File: src/hwcp_pkg.sv
package hwcp_pkg;
	// Register map, byte addresses of 32-bit words
	localparam logic [7:0] OFF_CTRL = 8'h00;
	localparam logic [7:0] OFF_ADDR = 8'h04;
	localparam logic [7:0] OFF_STAT = 8'h08;
	localparam logic [7:0] OFF_ISTAT = 8'h0c;
	localparam logic [7:0] OFF_IMASK = 8'h10;
	localparam int CTRL_CHK_BIT = 0;
	localparam int CTRL_SIX_BIT = 1;
	localparam logic [1:0] CTRL_RST = 2'h2;
	localparam logic [7:0] ADDR_RST = 8'h01;
	localparam int STAT_FLAG_BIT = 0;
	localparam int STAT_EN_BIT = 1;
	localparam int STAT_MODE_BIT = 2;
	localparam int STAT_PROTO_BIT = 3;
	localparam int STAT_TO_LSB = 8;
	localparam int IRQ_ALIVE = 0;
	localparam int IRQ_EXPIRE = 1;
	localparam int IRQ_DISCARD = 2;
	localparam int IRQ_EXCEPT = 3;
	localparam int IRQ_W = 4;
	localparam logic [7:0] TO_RST = 8'h01;

	// Frame layout and sizes
	localparam int BUF_DEPTH = 16;
	localparam int NAME_MAX = 6;
	localparam int MAX_CH = 6;
	localparam logic [15:0] CH_NARROW = 16'h0003;
	localparam logic [15:0] CH_WIDE = 16'h0006;
	localparam logic [4:0] MB_REQ_LEN = 5'h06;

	// Characters
	localparam logic [7:0] CH_TILDE = 8'h7e;
	localparam logic [7:0] CH_DOLLAR = 8'h24;
	localparam logic [7:0] CH_STAR = 8'h2a;
	localparam logic [7:0] CH_CR = 8'h0d;
	localparam logic [7:0] CH_ACK = 8'h21;
	localparam logic [7:0] CH_NAK = 8'h3f;
	localparam logic [7:0] CH_NAME = 8'h4f;
	localparam logic [7:0] CH_PROTO = 8'h50;
	localparam logic [7:0] CH_D0 = 8'h30;
	localparam logic [7:0] CH_D1 = 8'h31;
	localparam logic [7:0] CH_D2 = 8'h32;
	localparam logic [7:0] CH_D3 = 8'h33;
	localparam logic [7:0] CH_D4 = 8'h34;
	localparam logic [7:0] CH_D9 = 8'h39;
	localparam logic [7:0] CH_UA = 8'h41;
	localparam logic [7:0] CH_UF = 8'h46;
	localparam logic [7:0] CH_LA = 8'h61;
	localparam logic [7:0] CH_LF = 8'h66;
	localparam logic [7:0] CH_ALPHA_OFS = 8'h37;

	// Modbus codes
	localparam logic [7:0] MB_FN_READ = 8'h04;
	localparam logic [7:0] MB_ERR_BIT = 8'h80;
	localparam logic [7:0] MB_EX_FUNC = 8'h01;
	localparam logic [7:0] MB_EX_START = 8'h02;
	localparam logic [7:0] MB_EX_RANGE = 8'h03;

	// Timing: watchdog step 0.1 s at a 100 ns clock
	localparam int CLK_NS = 100;
	localparam int TICK_NS = 100000000;
	localparam int TICK_CYC = TICK_NS / CLK_NS;
	localparam int BLINK_TICKS = 5;
	localparam logic [1:0] BOOT_TAKE = 2'h2;

	typedef struct packed {
		logic [7:0] data;
		logic last;
	} hwcp_byte_t;

	typedef struct packed {
		logic flag;
		logic proto;
	} hwcp_nv_t;

	typedef enum logic [1:0] {
		ST_RECV = 2'b00,
		ST_EXEC = 2'b01,
		ST_SEND = 2'b10
	} hwcp_state_t;
endpackage

File: src/hwcp_cmd_parser.sv
// Strobed register access and the register offsets are this design's own decisions.
`timescale 1ns/10ps
// Notes on behaviour
// - Name-set command stores up to six characters, replies acknowledge or negative.
// - Two hex address characters follow the delimiter; only own address answers.
// - Broadcast host-alive is accepted by every module and never answered.
// - Host-alive restarts the watchdog from the configured timeout count.
// - Status read returns 00/04 while disabled, 10/14 while enabled.
// - Timeout flag kept in nonvolatile store; only status-reset clears it.
// - Status-reset clears flag, stops LED flashing, acknowledges with address.
// - Timeout read returns enable digit then two hex count digits.
// - Each timeout count step is 0.1 second.
// - Timeout set stores enable and count 01..FF, then acknowledges.
// - Expiry without host-alive sets the flag and flashes LED until cleared.
// - After expiry timeout read shows disabled but keeps the old count.
// - Starts in Modbus mode when the stored protocol is Modbus, unless strap held low at power-on.
// - Protocol set picks next power-up mode; query answers 10 or 11.
// - Start below channel count, start plus count within channel count.
// - Good read echoes address and function, byte count 2N, two bytes each.
// - Errors answer 0x84 with code 02 for bad start, 03 for range/length; other functions get function plus 0x80 with code 01.
module hwcp_cmd_parser #(
	parameter int TICK_CYCLES = hwcp_pkg::TICK_CYC,
	parameter int BLINK_TICKS = hwcp_pkg::BLINK_TICKS
) (
	input wire logic mclk,
	input wire logic resetn,
	input wire logic [7:0] addr,
	input wire logic [31:0] wr_data,
	input wire logic wr_en,
	input wire logic rd_en,
	output logic [31:0] rd_data,
	output logic irq,
	input wire logic rx_valid,
	input wire hwcp_pkg::hwcp_byte_t rx,
	output logic tx_valid,
	output hwcp_pkg::hwcp_byte_t tx,
	input wire logic tx_ready,
	input wire logic init_strap_n,
	input wire hwcp_pkg::hwcp_nv_t nv_in,
	output logic nv_wr,
	output hwcp_pkg::hwcp_nv_t nv_out,
	output logic led,
	input wire logic [hwcp_pkg::MAX_CH*16-1:0] ch_data,
	output logic [hwcp_pkg::NAME_MAX*8-1:0] module_name
);
	localparam int PW = $clog2(TICK_CYCLES + 1);
	localparam int DEP = hwcp_pkg::BUF_DEPTH;

	function automatic logic [4:0] hex_val(input logic [7:0] c);
		logic [4:0] v;
		v = 5'h00;
		if (c >= hwcp_pkg::CH_D0 && c <= hwcp_pkg::CH_D9) begin
			v = {1'b1, c[3:0]};
		end else if ((c >= hwcp_pkg::CH_UA && c <= hwcp_pkg::CH_UF) ||
			(c >= hwcp_pkg::CH_LA && c <= hwcp_pkg::CH_LF)) begin
			v = {1'b1, 4'(c[3:0] + 4'h9)};
		end
		return v;
	endfunction

	function automatic logic [8:0] hex2(input logic [7:0] hi, input logic [7:0] lo);
		logic [4:0] h;
		logic [4:0] l;
		h = hex_val(hi);
		l = hex_val(lo);
		return {h[4] & l[4], h[3:0], l[3:0]};
	endfunction

	function automatic logic [7:0] hex_chr(input logic [3:0] n);
		logic [7:0] c;
		c = (n < 4'ha) ? hwcp_pkg::CH_D0 + {4'h0, n} : hwcp_pkg::CH_ALPHA_OFS + {4'h0, n};
		return c;
	endfunction

	hwcp_pkg::hwcp_state_t state_ff;
	logic [7:0] buf_ff [DEP];
	logic [7:0] resp_ff [DEP];
	logic [4:0] len_ff;
	logic [4:0] rlen_ff;
	logic [3:0] idx_ff;
	logic ovf_ff;
	logic [1:0] ctrl_ff;
	logic [7:0] maddr_ff;
	logic [hwcp_pkg::IRQ_W-1:0] istat_ff;
	logic [hwcp_pkg::IRQ_W-1:0] imask_ff;
	logic mode_ff;
	logic proto_ff;
	logic flag_ff;
	logic wd_en_ff;
	logic [7:0] to_ff;
	logic [7:0] wd_cnt_ff;
	logic [PW-1:0] presc_ff;
	logic [3:0] blink_ff;
	logic phase_ff;
	logic led_ff;
	logic nv_wr_ff;
	logic [31:0] rd_ff;
	logic strap_s1_ff;
	logic strap_s2_ff;
	logic [1:0] boot_ff;
	logic [7:0] name_ff [hwcp_pkg::NAME_MAX];

	// Decode of the frame held in the buffer
	wire exec = (state_ff == hwcp_pkg::ST_EXEC);
	wire chk_en = ctrl_ff[hwcp_pkg::CTRL_CHK_BIT];
	wire [15:0] nch = ctrl_ff[hwcp_pkg::CTRL_SIX_BIT] ? hwcp_pkg::CH_WIDE : hwcp_pkg::CH_NARROW;
	wire [4:0] elen = (chk_en && len_ff >= 5'd2) ? 5'(len_ff - 5'd2) : len_ff;
	wire [8:0] chk_rx = hex2(buf_ff[elen[3:0]], buf_ff[4'(elen[3:0] + 4'h1)]);
	wire [8:0] adr_rx = hex2(buf_ff[1], buf_ff[2]);
	wire [8:0] vv_rx = hex2(buf_ff[5], buf_ff[6]);
	wire [7:0] dlm = buf_ff[0];
	wire [7:0] cmd = buf_ff[3];
	wire is_tilde = (dlm == hwcp_pkg::CH_TILDE);
	wire e_ok = (buf_ff[4] == hwcp_pkg::CH_D0) || (buf_ff[4] == hwcp_pkg::CH_D1);
	wire is_alive = is_tilde && buf_ff[1] == hwcp_pkg::CH_STAR &&
		buf_ff[2] == hwcp_pkg::CH_STAR && elen == 5'd3;
	wire addr_hit = adr_rx[8] && adr_rx[7:0] == maddr_ff && elen >= 5'd4;
	wire [15:0] mb_start = {buf_ff[2], buf_ff[3]};
	wire [15:0] mb_cnt = {buf_ff[4], buf_ff[5]};
	wire [16:0] mb_end = 17'(mb_start) + 17'(mb_cnt);
	wire tick = (presc_ff == PW'(TICK_CYCLES - 1));
	wire expire = wd_en_ff && tick && wd_cnt_ff <= 8'h01;
	logic [7:0] sum;
	logic [15:0] ch_word [hwcp_pkg::MAX_CH];
	logic [7:0] nxt_name [hwcp_pkg::NAME_MAX];

	genvar g;
	generate
		for (g = 0; g < hwcp_pkg::MAX_CH; g++) begin : g_ch
			assign ch_word[g] = ch_data[g*16 +: 16];
		end
		for (g = 0; g < hwcp_pkg::NAME_MAX; g++) begin : g_nm
			assign nxt_name[g] = (5'(g + 4) < elen) ? buf_ff[g + 4] : 8'h00;
			assign module_name[g*8 +: 8] = name_ff[g];
		end
	endgenerate

	always_comb begin
		sum = 8'h00;
		for (int i = 0; i < DEP; i++) begin
			if (5'(i) < elen) begin
				sum = sum + buf_ff[i];
			end
		end
	end

	wire chk_ok = !chk_en || (len_ff >= 5'd2 && chk_rx[8] && chk_rx[7:0] == sum);

	logic reply;
	logic [4:0] nxt_rlen;
	logic [7:0] nxt_resp [DEP];
	logic a_alive;
	logic a_name;
	logic a_clr;
	logic a_set;
	logic a_proto;
	logic a_discard;
	logic a_except;
	logic [2:0] ci;

	always_comb begin
		reply = 1'b0;
		nxt_rlen = 5'd0;
		a_alive = 1'b0;
		a_name = 1'b0;
		a_clr = 1'b0;
		a_set = 1'b0;
		a_proto = 1'b0;
		a_discard = 1'b0;
		a_except = 1'b0;
		ci = 3'h0;
		for (int i = 0; i < DEP; i++) begin
			nxt_resp[i] = 8'h00;
		end
		if (mode_ff) begin
			if (len_ff != 5'd0 && buf_ff[0] == maddr_ff) begin
				reply = 1'b1;
				nxt_resp[0] = buf_ff[0];
				nxt_resp[1] = buf_ff[1] | hwcp_pkg::MB_ERR_BIT;
				nxt_rlen = 5'd3;
				a_except = 1'b1;
				if (buf_ff[1] != hwcp_pkg::MB_FN_READ) begin
					nxt_resp[2] = hwcp_pkg::MB_EX_FUNC;
				end else if (len_ff != hwcp_pkg::MB_REQ_LEN) begin
					nxt_resp[2] = hwcp_pkg::MB_EX_RANGE;
				end else if (mb_start >= nch) begin
					nxt_resp[2] = hwcp_pkg::MB_EX_START;
				end else if (mb_cnt == 16'h0000 || mb_end > 17'(nch)) begin
					nxt_resp[2] = hwcp_pkg::MB_EX_RANGE;
				end else begin
					a_except = 1'b0;
					nxt_resp[1] = buf_ff[1];
					nxt_resp[2] = {mb_cnt[6:0], 1'b0};
					nxt_rlen = 5'(5'd3 + {mb_cnt[3:0], 1'b0});
					for (int j = 0; j < hwcp_pkg::MAX_CH; j++) begin
						ci = 3'(mb_start[2:0] + 3'(j));
						if (16'(j) < mb_cnt) begin
							nxt_resp[3 + 2*j] = ch_word[ci][15:8];
							nxt_resp[4 + 2*j] = ch_word[ci][7:0];
						end
					end
				end
			end
		end else if (ovf_ff || !chk_ok) begin
			a_discard = 1'b1;
		end else if (is_alive) begin
			a_alive = 1'b1;
		end else if (addr_hit) begin
			reply = 1'b1;
			nxt_resp[0] = hwcp_pkg::CH_ACK;
			nxt_resp[1] = hex_chr(maddr_ff[7:4]);
			nxt_resp[2] = hex_chr(maddr_ff[3:0]);
			nxt_resp[3] = hwcp_pkg::CH_CR;
			nxt_rlen = 5'd4;
			if (is_tilde && cmd == hwcp_pkg::CH_NAME && elen >= 5'd5 &&
				elen <= 5'(4 + hwcp_pkg::NAME_MAX)) begin
				a_name = 1'b1;
			end else if (is_tilde && cmd == hwcp_pkg::CH_D0 && elen == 5'd4) begin
				nxt_resp[3] = wd_en_ff ? hwcp_pkg::CH_D1 : hwcp_pkg::CH_D0;
				nxt_resp[4] = flag_ff ? hwcp_pkg::CH_D4 : hwcp_pkg::CH_D0;
				nxt_resp[5] = hwcp_pkg::CH_CR;
				nxt_rlen = 5'd6;
			end else if (is_tilde && cmd == hwcp_pkg::CH_D1 && elen == 5'd4) begin
				a_clr = 1'b1;
			end else if (is_tilde && cmd == hwcp_pkg::CH_D2 && elen == 5'd4) begin
				nxt_resp[3] = wd_en_ff ? hwcp_pkg::CH_D1 : hwcp_pkg::CH_D0;
				nxt_resp[4] = hex_chr(to_ff[7:4]);
				nxt_resp[5] = hex_chr(to_ff[3:0]);
				nxt_resp[6] = hwcp_pkg::CH_CR;
				nxt_rlen = 5'd7;
			end else if (is_tilde && cmd == hwcp_pkg::CH_D3 && elen == 5'd7 && e_ok &&
				vv_rx[8] && vv_rx[7:0] != 8'h00) begin
				a_set = 1'b1;
			end else if (dlm == hwcp_pkg::CH_DOLLAR && cmd == hwcp_pkg::CH_PROTO &&
				elen == 5'd4) begin
				nxt_resp[3] = hwcp_pkg::CH_D1;
				nxt_resp[4] = proto_ff ? hwcp_pkg::CH_D1 : hwcp_pkg::CH_D0;
				nxt_resp[5] = hwcp_pkg::CH_CR;
				nxt_rlen = 5'd6;
			end else if (dlm == hwcp_pkg::CH_DOLLAR && cmd == hwcp_pkg::CH_PROTO &&
				elen == 5'd5 && e_ok) begin
				a_proto = 1'b1;
			end else begin
				nxt_resp[0] = hwcp_pkg::CH_NAK;
			end
		end
	end

	// Frame collection, execution and reply sending
	wire rx_take = rx_valid && state_ff == hwcp_pkg::ST_RECV;
	wire rx_dlm = !mode_ff && (rx.data == hwcp_pkg::CH_TILDE || rx.data == hwcp_pkg::CH_DOLLAR);
	wire rx_end = mode_ff ? rx.last : (rx.data == hwcp_pkg::CH_CR);
	wire [3:0] wpos = rx_dlm ? 4'h0 : len_ff[3:0];
	wire tx_done = tx_ready && {1'b0, idx_ff} == 5'(rlen_ff - 5'd1);
	// Modbus frames store their terminating byte; ASCII drops the CR
	wire rx_store = rx_take && (mode_ff || !rx_end) && (rx_dlm || len_ff < 5'(DEP));

	always_ff @(posedge mclk or negedge resetn) begin
		if (!resetn) begin
			state_ff <= hwcp_pkg::ST_RECV;
		end else begin
			unique case (state_ff)
				hwcp_pkg::ST_RECV: if (rx_take && rx_end) state_ff <= hwcp_pkg::ST_EXEC;
				hwcp_pkg::ST_EXEC: state_ff <= reply ? hwcp_pkg::ST_SEND : hwcp_pkg::ST_RECV;
				hwcp_pkg::ST_SEND: if (tx_done) state_ff <= hwcp_pkg::ST_RECV;
				default: state_ff <= hwcp_pkg::ST_RECV;
			endcase
		end
	end

	always_ff @(posedge mclk or negedge resetn) begin
		if (!resetn) begin
			len_ff <= 5'd0;
			ovf_ff <= 1'b0;
			idx_ff <= 4'h0;
			rlen_ff <= 5'd0;
		end else begin
			if (exec) begin
				len_ff <= 5'd0;
				ovf_ff <= 1'b0;
				rlen_ff <= nxt_rlen;
				idx_ff <= 4'h0;
			end else if (rx_store) begin
				len_ff <= 5'({1'b0, wpos} + 5'd1);
				ovf_ff <= rx_dlm ? 1'b0 : ovf_ff;
			end else if (rx_take && !rx_end) begin
				ovf_ff <= 1'b1;
			end
			if (state_ff == hwcp_pkg::ST_SEND && tx_ready) idx_ff <= 4'(idx_ff + 4'h1);
		end
	end

	always_ff @(posedge mclk or negedge resetn) begin
		if (!resetn) begin
			for (int i = 0; i < DEP; i++) begin
				buf_ff[i] <= 8'h00;
				resp_ff[i] <= 8'h00;
			end
		end else begin
			if (rx_store) buf_ff[wpos] <= rx.data;
			if (exec) resp_ff <= nxt_resp;
		end
	end

	assign tx_valid = (state_ff == hwcp_pkg::ST_SEND);
	assign tx.data = resp_ff[idx_ff];
	assign tx.last = tx_valid && {1'b0, idx_ff} == 5'(rlen_ff - 5'd1);

	// Strap sampled through a synchroniser, taken once after reset release
	always_ff @(posedge mclk or negedge resetn) begin
		if (!resetn) begin
			strap_s1_ff <= 1'b1;
			strap_s2_ff <= 1'b1;
			boot_ff <= 2'h0;
		end else begin
			strap_s1_ff <= init_strap_n;
			strap_s2_ff <= strap_s1_ff;
			if (boot_ff != 2'h3) boot_ff <= 2'(boot_ff + 2'h1);
		end
	end
	wire boot_take = (boot_ff == hwcp_pkg::BOOT_TAKE);

	// Watchdog, persistent flag and protocol choice
	wire wd_load = exec && (a_alive || a_set);
	always_ff @(posedge mclk or negedge resetn) begin
		if (!resetn) begin
			mode_ff <= 1'b0;
			proto_ff <= 1'b0;
			flag_ff <= 1'b0;
			wd_en_ff <= 1'b0;
			to_ff <= hwcp_pkg::TO_RST;
			wd_cnt_ff <= hwcp_pkg::TO_RST;
			presc_ff <= '0;
			nv_wr_ff <= 1'b0;
		end else begin
			nv_wr_ff <= (exec && (a_clr || a_proto)) || expire;
			if (boot_take) begin
				mode_ff <= nv_in.proto & strap_s2_ff;
				proto_ff <= nv_in.proto;
				flag_ff <= nv_in.flag;
			end else if (expire) begin
				flag_ff <= 1'b1;
			end else if (exec && a_clr) begin
				flag_ff <= 1'b0;
			end
			if (exec && a_proto) proto_ff <= buf_ff[4][0];
			if (exec && a_set) begin
				wd_en_ff <= buf_ff[4][0];
				to_ff <= vv_rx[7:0];
			end else if (expire) begin
				wd_en_ff <= 1'b0;
			end
			if (wd_load) begin
				presc_ff <= '0;
				wd_cnt_ff <= a_set ? vv_rx[7:0] : to_ff;
			end else begin
				presc_ff <= tick ? '0 : PW'(presc_ff + 1'b1);
				if (wd_en_ff && tick) wd_cnt_ff <= 8'(wd_cnt_ff - 8'h01);
			end
		end
	end

	// LED flashes from the 0.1 s tick while the flag stands
	always_ff @(posedge mclk or negedge resetn) begin
		if (!resetn) begin
			blink_ff <= 4'h0;
			phase_ff <= 1'b0;
			led_ff <= 1'b0;
		end else begin
			if (tick) begin
				blink_ff <= (blink_ff == 4'(BLINK_TICKS - 1)) ? 4'h0 : 4'(blink_ff + 4'h1);
				if (blink_ff == 4'(BLINK_TICKS - 1)) phase_ff <= !phase_ff;
			end
			led_ff <= flag_ff && phase_ff;
		end
	end

	always_ff @(posedge mclk or negedge resetn) begin
		if (!resetn) begin
			for (int i = 0; i < hwcp_pkg::NAME_MAX; i++) begin
				name_ff[i] <= 8'h00;
			end
		end else if (exec && a_name) begin
			name_ff <= nxt_name;
		end
	end

	// Register port
	wire wr_ctrl = wr_en && addr == hwcp_pkg::OFF_CTRL;
	wire wr_addr = wr_en && addr == hwcp_pkg::OFF_ADDR;
	wire wr_istat = wr_en && addr == hwcp_pkg::OFF_ISTAT;
	wire wr_imask = wr_en && addr == hwcp_pkg::OFF_IMASK;
	wire [hwcp_pkg::IRQ_W-1:0] ev = {exec && a_except, exec && a_discard, expire, exec && a_alive};
	wire [hwcp_pkg::IRQ_W-1:0] w1c = wr_istat ? wr_data[hwcp_pkg::IRQ_W-1:0] : '0;
	logic [31:0] stat_word;
	always_comb begin
		stat_word = 32'h0000_0000;
		stat_word[hwcp_pkg::STAT_FLAG_BIT] = flag_ff;
		stat_word[hwcp_pkg::STAT_EN_BIT] = wd_en_ff;
		stat_word[hwcp_pkg::STAT_MODE_BIT] = mode_ff;
		stat_word[hwcp_pkg::STAT_PROTO_BIT] = proto_ff;
		stat_word[hwcp_pkg::STAT_TO_LSB +: 8] = to_ff;
	end
	wire [31:0] rd_mux = (addr == hwcp_pkg::OFF_CTRL) ? {30'h0, ctrl_ff} :
		(addr == hwcp_pkg::OFF_ADDR) ? {24'h0, maddr_ff} :
		(addr == hwcp_pkg::OFF_STAT) ? stat_word :
		(addr == hwcp_pkg::OFF_ISTAT) ? {28'h0, istat_ff} :
		(addr == hwcp_pkg::OFF_IMASK) ? {28'h0, imask_ff} : 32'h0000_0000;

	always_ff @(posedge mclk or negedge resetn) begin
		if (!resetn) begin
			ctrl_ff <= hwcp_pkg::CTRL_RST;
			maddr_ff <= hwcp_pkg::ADDR_RST;
			istat_ff <= '0;
			imask_ff <= '0;
			rd_ff <= 32'h0000_0000;
		end else begin
			if (wr_ctrl) ctrl_ff <= wr_data[1:0];
			if (wr_addr) maddr_ff <= wr_data[7:0];
			if (wr_imask) imask_ff <= wr_data[hwcp_pkg::IRQ_W-1:0];
			// Set after clear, so a same-cycle event survives
			istat_ff <= (istat_ff & ~w1c) | ev;
			rd_ff <= rd_en ? rd_mux : 32'h0000_0000;
		end
	end

	assign rd_data = rd_ff;
	assign irq = |(istat_ff & imask_ff);
	assign led = led_ff;
	assign nv_wr = nv_wr_ff;
	assign nv_out.flag = flag_ff;
	assign nv_out.proto = proto_ff;
endmodule

File: config.mk
export PLATFORM = sky130hd
export DESIGN_NAME = hwcp_cmd_parser
export DESIGN_NICKNAME = d
export VERILOG_FILES = /design/src/hwcp_pkg.sv /design/src/hwcp_cmd_parser.sv
export SDC_FILE = /design/constraint.sdc
export NUM_CORES = 2
export LEC_CHECK = 0
export BUFFER_PORTS_ARGS = -buffer_cell sky130_fd_sc_hd__buf_2
export CAP_MARGIN = 0
export CORE_MARGIN = 2
export CORE_UTILIZATION = 56
export CTS_CLUSTER_DIAMETER = 120
export CTS_CLUSTER_SIZE = 28
export DETAILED_ROUTE_END_ITERATION = 6
export PLACE_DENSITY = 0.78
export SYNTH_ARGS = -nofsm -noshare
export SYNTH_HDL_FRONTEND = slang
export SYNTH_SLANG_ARGS = --single-unit
File: constraint.sdc
create_clock -name mclk -period 16.3 [get_ports mclk]
set_clock_uncertainty 0.15 [all_clocks]
set_input_delay 2.445 -clock mclk [delete_from_list [all_inputs] [get_ports mclk]]
set_output_delay 2.445 -clock mclk [all_outputs]
set_load 0.02 [all_outputs]
==> out/results.txt <==
setup ws final - -0.890 ns
Tcrit/Tclk final - 105%
share of the synthesized area in compound gates (AO/OA/AOI/OAI) - 16.7%
simple-gate portion of the synthesized area - 16.7%
type of the tightest min-delay check - reg2reg
overall power after layout - 2.01 mW
mean number of vias per cell - 6.66
Cell Rows - 89
Core Box Area - 58900 um^2
initial standard-cell utilization of the core - 56.5%
hold wc startpoint - strap_s1_ff
setup slack, reg-to-reg - -0.89 ns
Syn-to-layout area delta - 22.7%
post-placement worst setup slack - -1.35 ns
sequential share of the synthesized area - 29.9%
Least-Margin Pin Slew - 1.38 ns
number of DRC violations after detailed routing - 11
overall via count from detail_route - 33200
Yosys reg bits - 398
kind of critical path - reg2reg
area taken by multi-input logic gates - 23600 um^2
multiplexer share of the synthesized area - 19.3%
layout cell share with drive strength beyond 1 - 31.7%
synthesized-area fraction occupied by adder cells - 8.29%
wire length of the first global-routing pass - 187000 um
count of distinct cell types in the synthesized netlist - 108
share of the synthesized netlist area taken by xor and xnor gates - 4.24%
worst rel slew slack - 7.97%
post-CTS clock slew at the launch and capture registers of the worst setup and hold paths - 0.13 ns
number of nets in the layout - 4567
worst endpoint data arrival time - 17.55 ns
total overflow reported by the global router - 0
Total Neg Setup Slack - -108.25 ns
drt wl/cell - 26.0 um
failing checks - DRC, setup timing
GP Congestion - 1.05
worst stage delay on the critical path - 0.49 ns
final HPWL from detailed placement - 92500 um
wire length on met1 - 47400 um
crit path launch type - flip-flop
number of clock sinks - 398
GR Util All Layers - 40.2%
Crit path required time - 16.66 ns
Num CTS Buffers - 18
Synthesis Warnings - 0
number of antenna-violating nets in the routed design - 0
most common flop cell mapped by yosys - dfrtp_1
Register-to-Register Path Depth - 93
Worst Hold End - strap_s2_ff
min cycle time layout - 17.19 ns
highest metal layer with signal wires - met5
Hold Fails Final Rpt - 0
worst hold path cell count - 0
pins over their slew limit - 0
number of max-capacitance violations reported - 0
status - complete, but fails checks
clock tree from TritonCTS - yes
# setup viols final - 136
largest family of logic cells by synthesized area - multiplexers
post-route standard cell area excluding fillers - 40800 um^2
Mapped Area - 33300 um^2
Top Ports - 249
static leakage - 19.4 nW
DIE HEIGHT - 248 um
Met3 Wirelength - 13800 um
area used by sequential logic in the layout - 9980 um^2
die boundary width - 248 um
iteration-0 DRC count of the detailed router - 4057
maximum fanout along the worst path - 5
reg-to-reg critical path endpoint - wd_cnt_ff[1]
unrepaired setup endpoints after global routing - true
Total Routed Length - 130000 um
synthesized netlist cell count - 3687
mean cell area of the mapped netlist - 9.03 um^2
maximum frequency from static timing analysis - 58.2 MHz
antenna violations before repair - 8
number of global-route vias before repair - 31600
die area - 61400 um^2
Max stage delay cell, worst path - or4b_4
clock root cell - clkbuf_16
clock insertion delay at the later pin of the skew report - 0.60 ns
Worst Setup End Kind - flip-flop
count of port buffers added during placement - 208
deepest clock path buffer count - 3
largest net degree at the start of global routing - 118
H-tree depth - 1
peak supply drop - 0.107 mV
number of enable-type register cells in the synthesized netlist - 0
Pre-antenna DRT Iters - 7
# fillers - 4479
power per cell area - 49.3 nW/um^2
share of async-settable or async-resettable flops after synthesis - 100%
launch point of the worst reg-to-reg path - len_ff[2]
Met2 Wirelength - 57900 um
post-placement cell area - 37600 um^2
cell occurring most often along the worst timing path - ha_4
## through the flow
stage          hold slack (ns)  cells  util (%)
2_1_floorplan            0.195   3702         -
3_3_place_gp             0.203   4853      63.7
3_5_place_dp             0.200   4853      63.7
4_1_cts                  0.218   4925      66.3
5_1_grt                  0.224   4988      69.3
6_report                 0.216   4991      69.3
## cell usage after synthesis (all sizes together) (18+ instances only)
cell type / n / area, um^2
nand2: 449 / 1690
dfrtp: 392 / 9810
o21ai: 277 / 1400
a21oi: 247 / 1250
nor2: 238 / 908
mux2i: 212 / 2120
ha: 195 / 2440
clkbuf: 161 / 606
mux2: 157 / 1770
inv: 138 / 518
nor3: 118 / 596
mux4: 112 / 2520
nand3: 102 / 515
xnor2: 92 / 806
buf: 81 / 490
xor2: 64 / 561
nor2b: 43 / 269
a22oi: 40 / 300
a21o: 37 / 278
and2: 37 / 231
a31oi: 27 / 190
and3: 26 / 163
o211ai: 26 / 195
nand4: 24 / 150
or3: 23 / 144
nor4: 22 / 144
o31ai: 21 / 176
a32oi: 20 / 175
nand2b: 20 / 125
a221oi: 18 / 164
or2: 18 / 115
## worst max-delay path: cells and delay by family (launching register included)
family                   cells  cell delay, ns
adder cells (fa/ha/maj)     17            4.59
AND/OR/NAND/NOR             24            3.40
AO/OA/AOI/OAI               19            2.97
XOR/XNOR                    16            2.85
buffers and inverters       13            1.85
multiplexers                 4            0.88
flip-flops                   1            0.41
## what timing repair did
| item | 4_1_cts | 5_1_grt |
|---|---|---|
| pin swaps | 63 | 143 |
| setup endpoints to repair | 136 | 136 |
| resized for setup | 117 | 248 |
| buffers inserted | 40 | 52 |
| cloned | 1 | 10 |
| hold buffers | 0 | 0 |
## worst max-delay path by stage
stage | from | end | slack, ns | depth (start not counted)
detailed placement | len_ff[2] | wd_cnt_ff[6] | -1.35 | 87
global placement | len_ff[1] | to_ff[4] | -1.12 | 79
finish | len_ff[2] | wd_cnt_ff[1] | -0.89 | 93
global route | len_ff[2] | wd_cnt_ff[3] | -1.61 | 92
floorplan | len_ff[1] | module_name[0] | 0.007 | 83
CTS | len_ff[1] | presc_ff[7] | -0.69 | 86
## report_power, final
group | leakage (nW) | switching [mW] | internal (mW)
clock network | 0.268 | 0.348 | 0.235
registers | 4.88 | 0.0193 | 0.994
logic | 14.2 | 0.235 | 0.183
total | 19.4 | 0.602 | 1.41
## registers in the layout (all words and copies together), names as in the netlist, 2 cells and up
register,flops
resp_ff,120
buf_ff,112
module_name,48
presc_ff,20
rd_data,16
cmd,8
dlm,8
maddr_ff,8
to_ff,8
wd_cnt_ff,8
len_ff,5
rlen_ff,5
blink_ff,4
idx_ff,4
imask_ff,4
istat_ff,4
boot_ff,2
ctrl_ff,2
state_ff,2
## routing by layer
metal	global-route usage [%]	vias to the layer above
li1	-	14400
met1	50.2	16000
met2	63.1	2087
met3	9.13	676
met4	25.4	6
met5	0	-
## logic make-up (layout without fill, tap and decap cells)
family	count (synthesis)	after routing
adder cells (fa/ha/maj)	211	211
buffers and inverters	382	892
AO/OA/AOI/OAI	879	879
flip-flops	398	398
multiplexers	481	481
AND/OR/NAND/NOR	1177	1178
other	1	21
XOR/XNOR	158	158
## layout make-up
cell class | instances | area share, %
sequential | 398 | 24.4
tap | 773 | 2.37
timing repair buffer | 721 | 12.7
multi-input combinational | 2923 | 57.8
inverter | 140 | 1.29
clock inverter | 3 | 0.153
clock buffer | 28 | 1.22
antenna | 5 | 0.0306
## placed cells by master (no fill, tap or decap), drive strengths merged, types with 18 or more instances in the layout
cell	instances
a21o	37
a21oi	247
a221oi	18
a22oi	40
a31oi	27
a32oi	20
and2	37
and3	26
buf	714
clkbuf	35
dfrtp	392
ha	195
inv	139
mux2	157
mux2i	212
mux4	112
nand2	449
nand2b	20
nand3	102
nand4	24
nor2	239
nor2b	43
nor3	118
nor4	22
o211ai	26
o21ai	277
o31ai	21
or2	18
or3	23
xnor2	92
xor2	64
(Power assumes the default switching activity.)
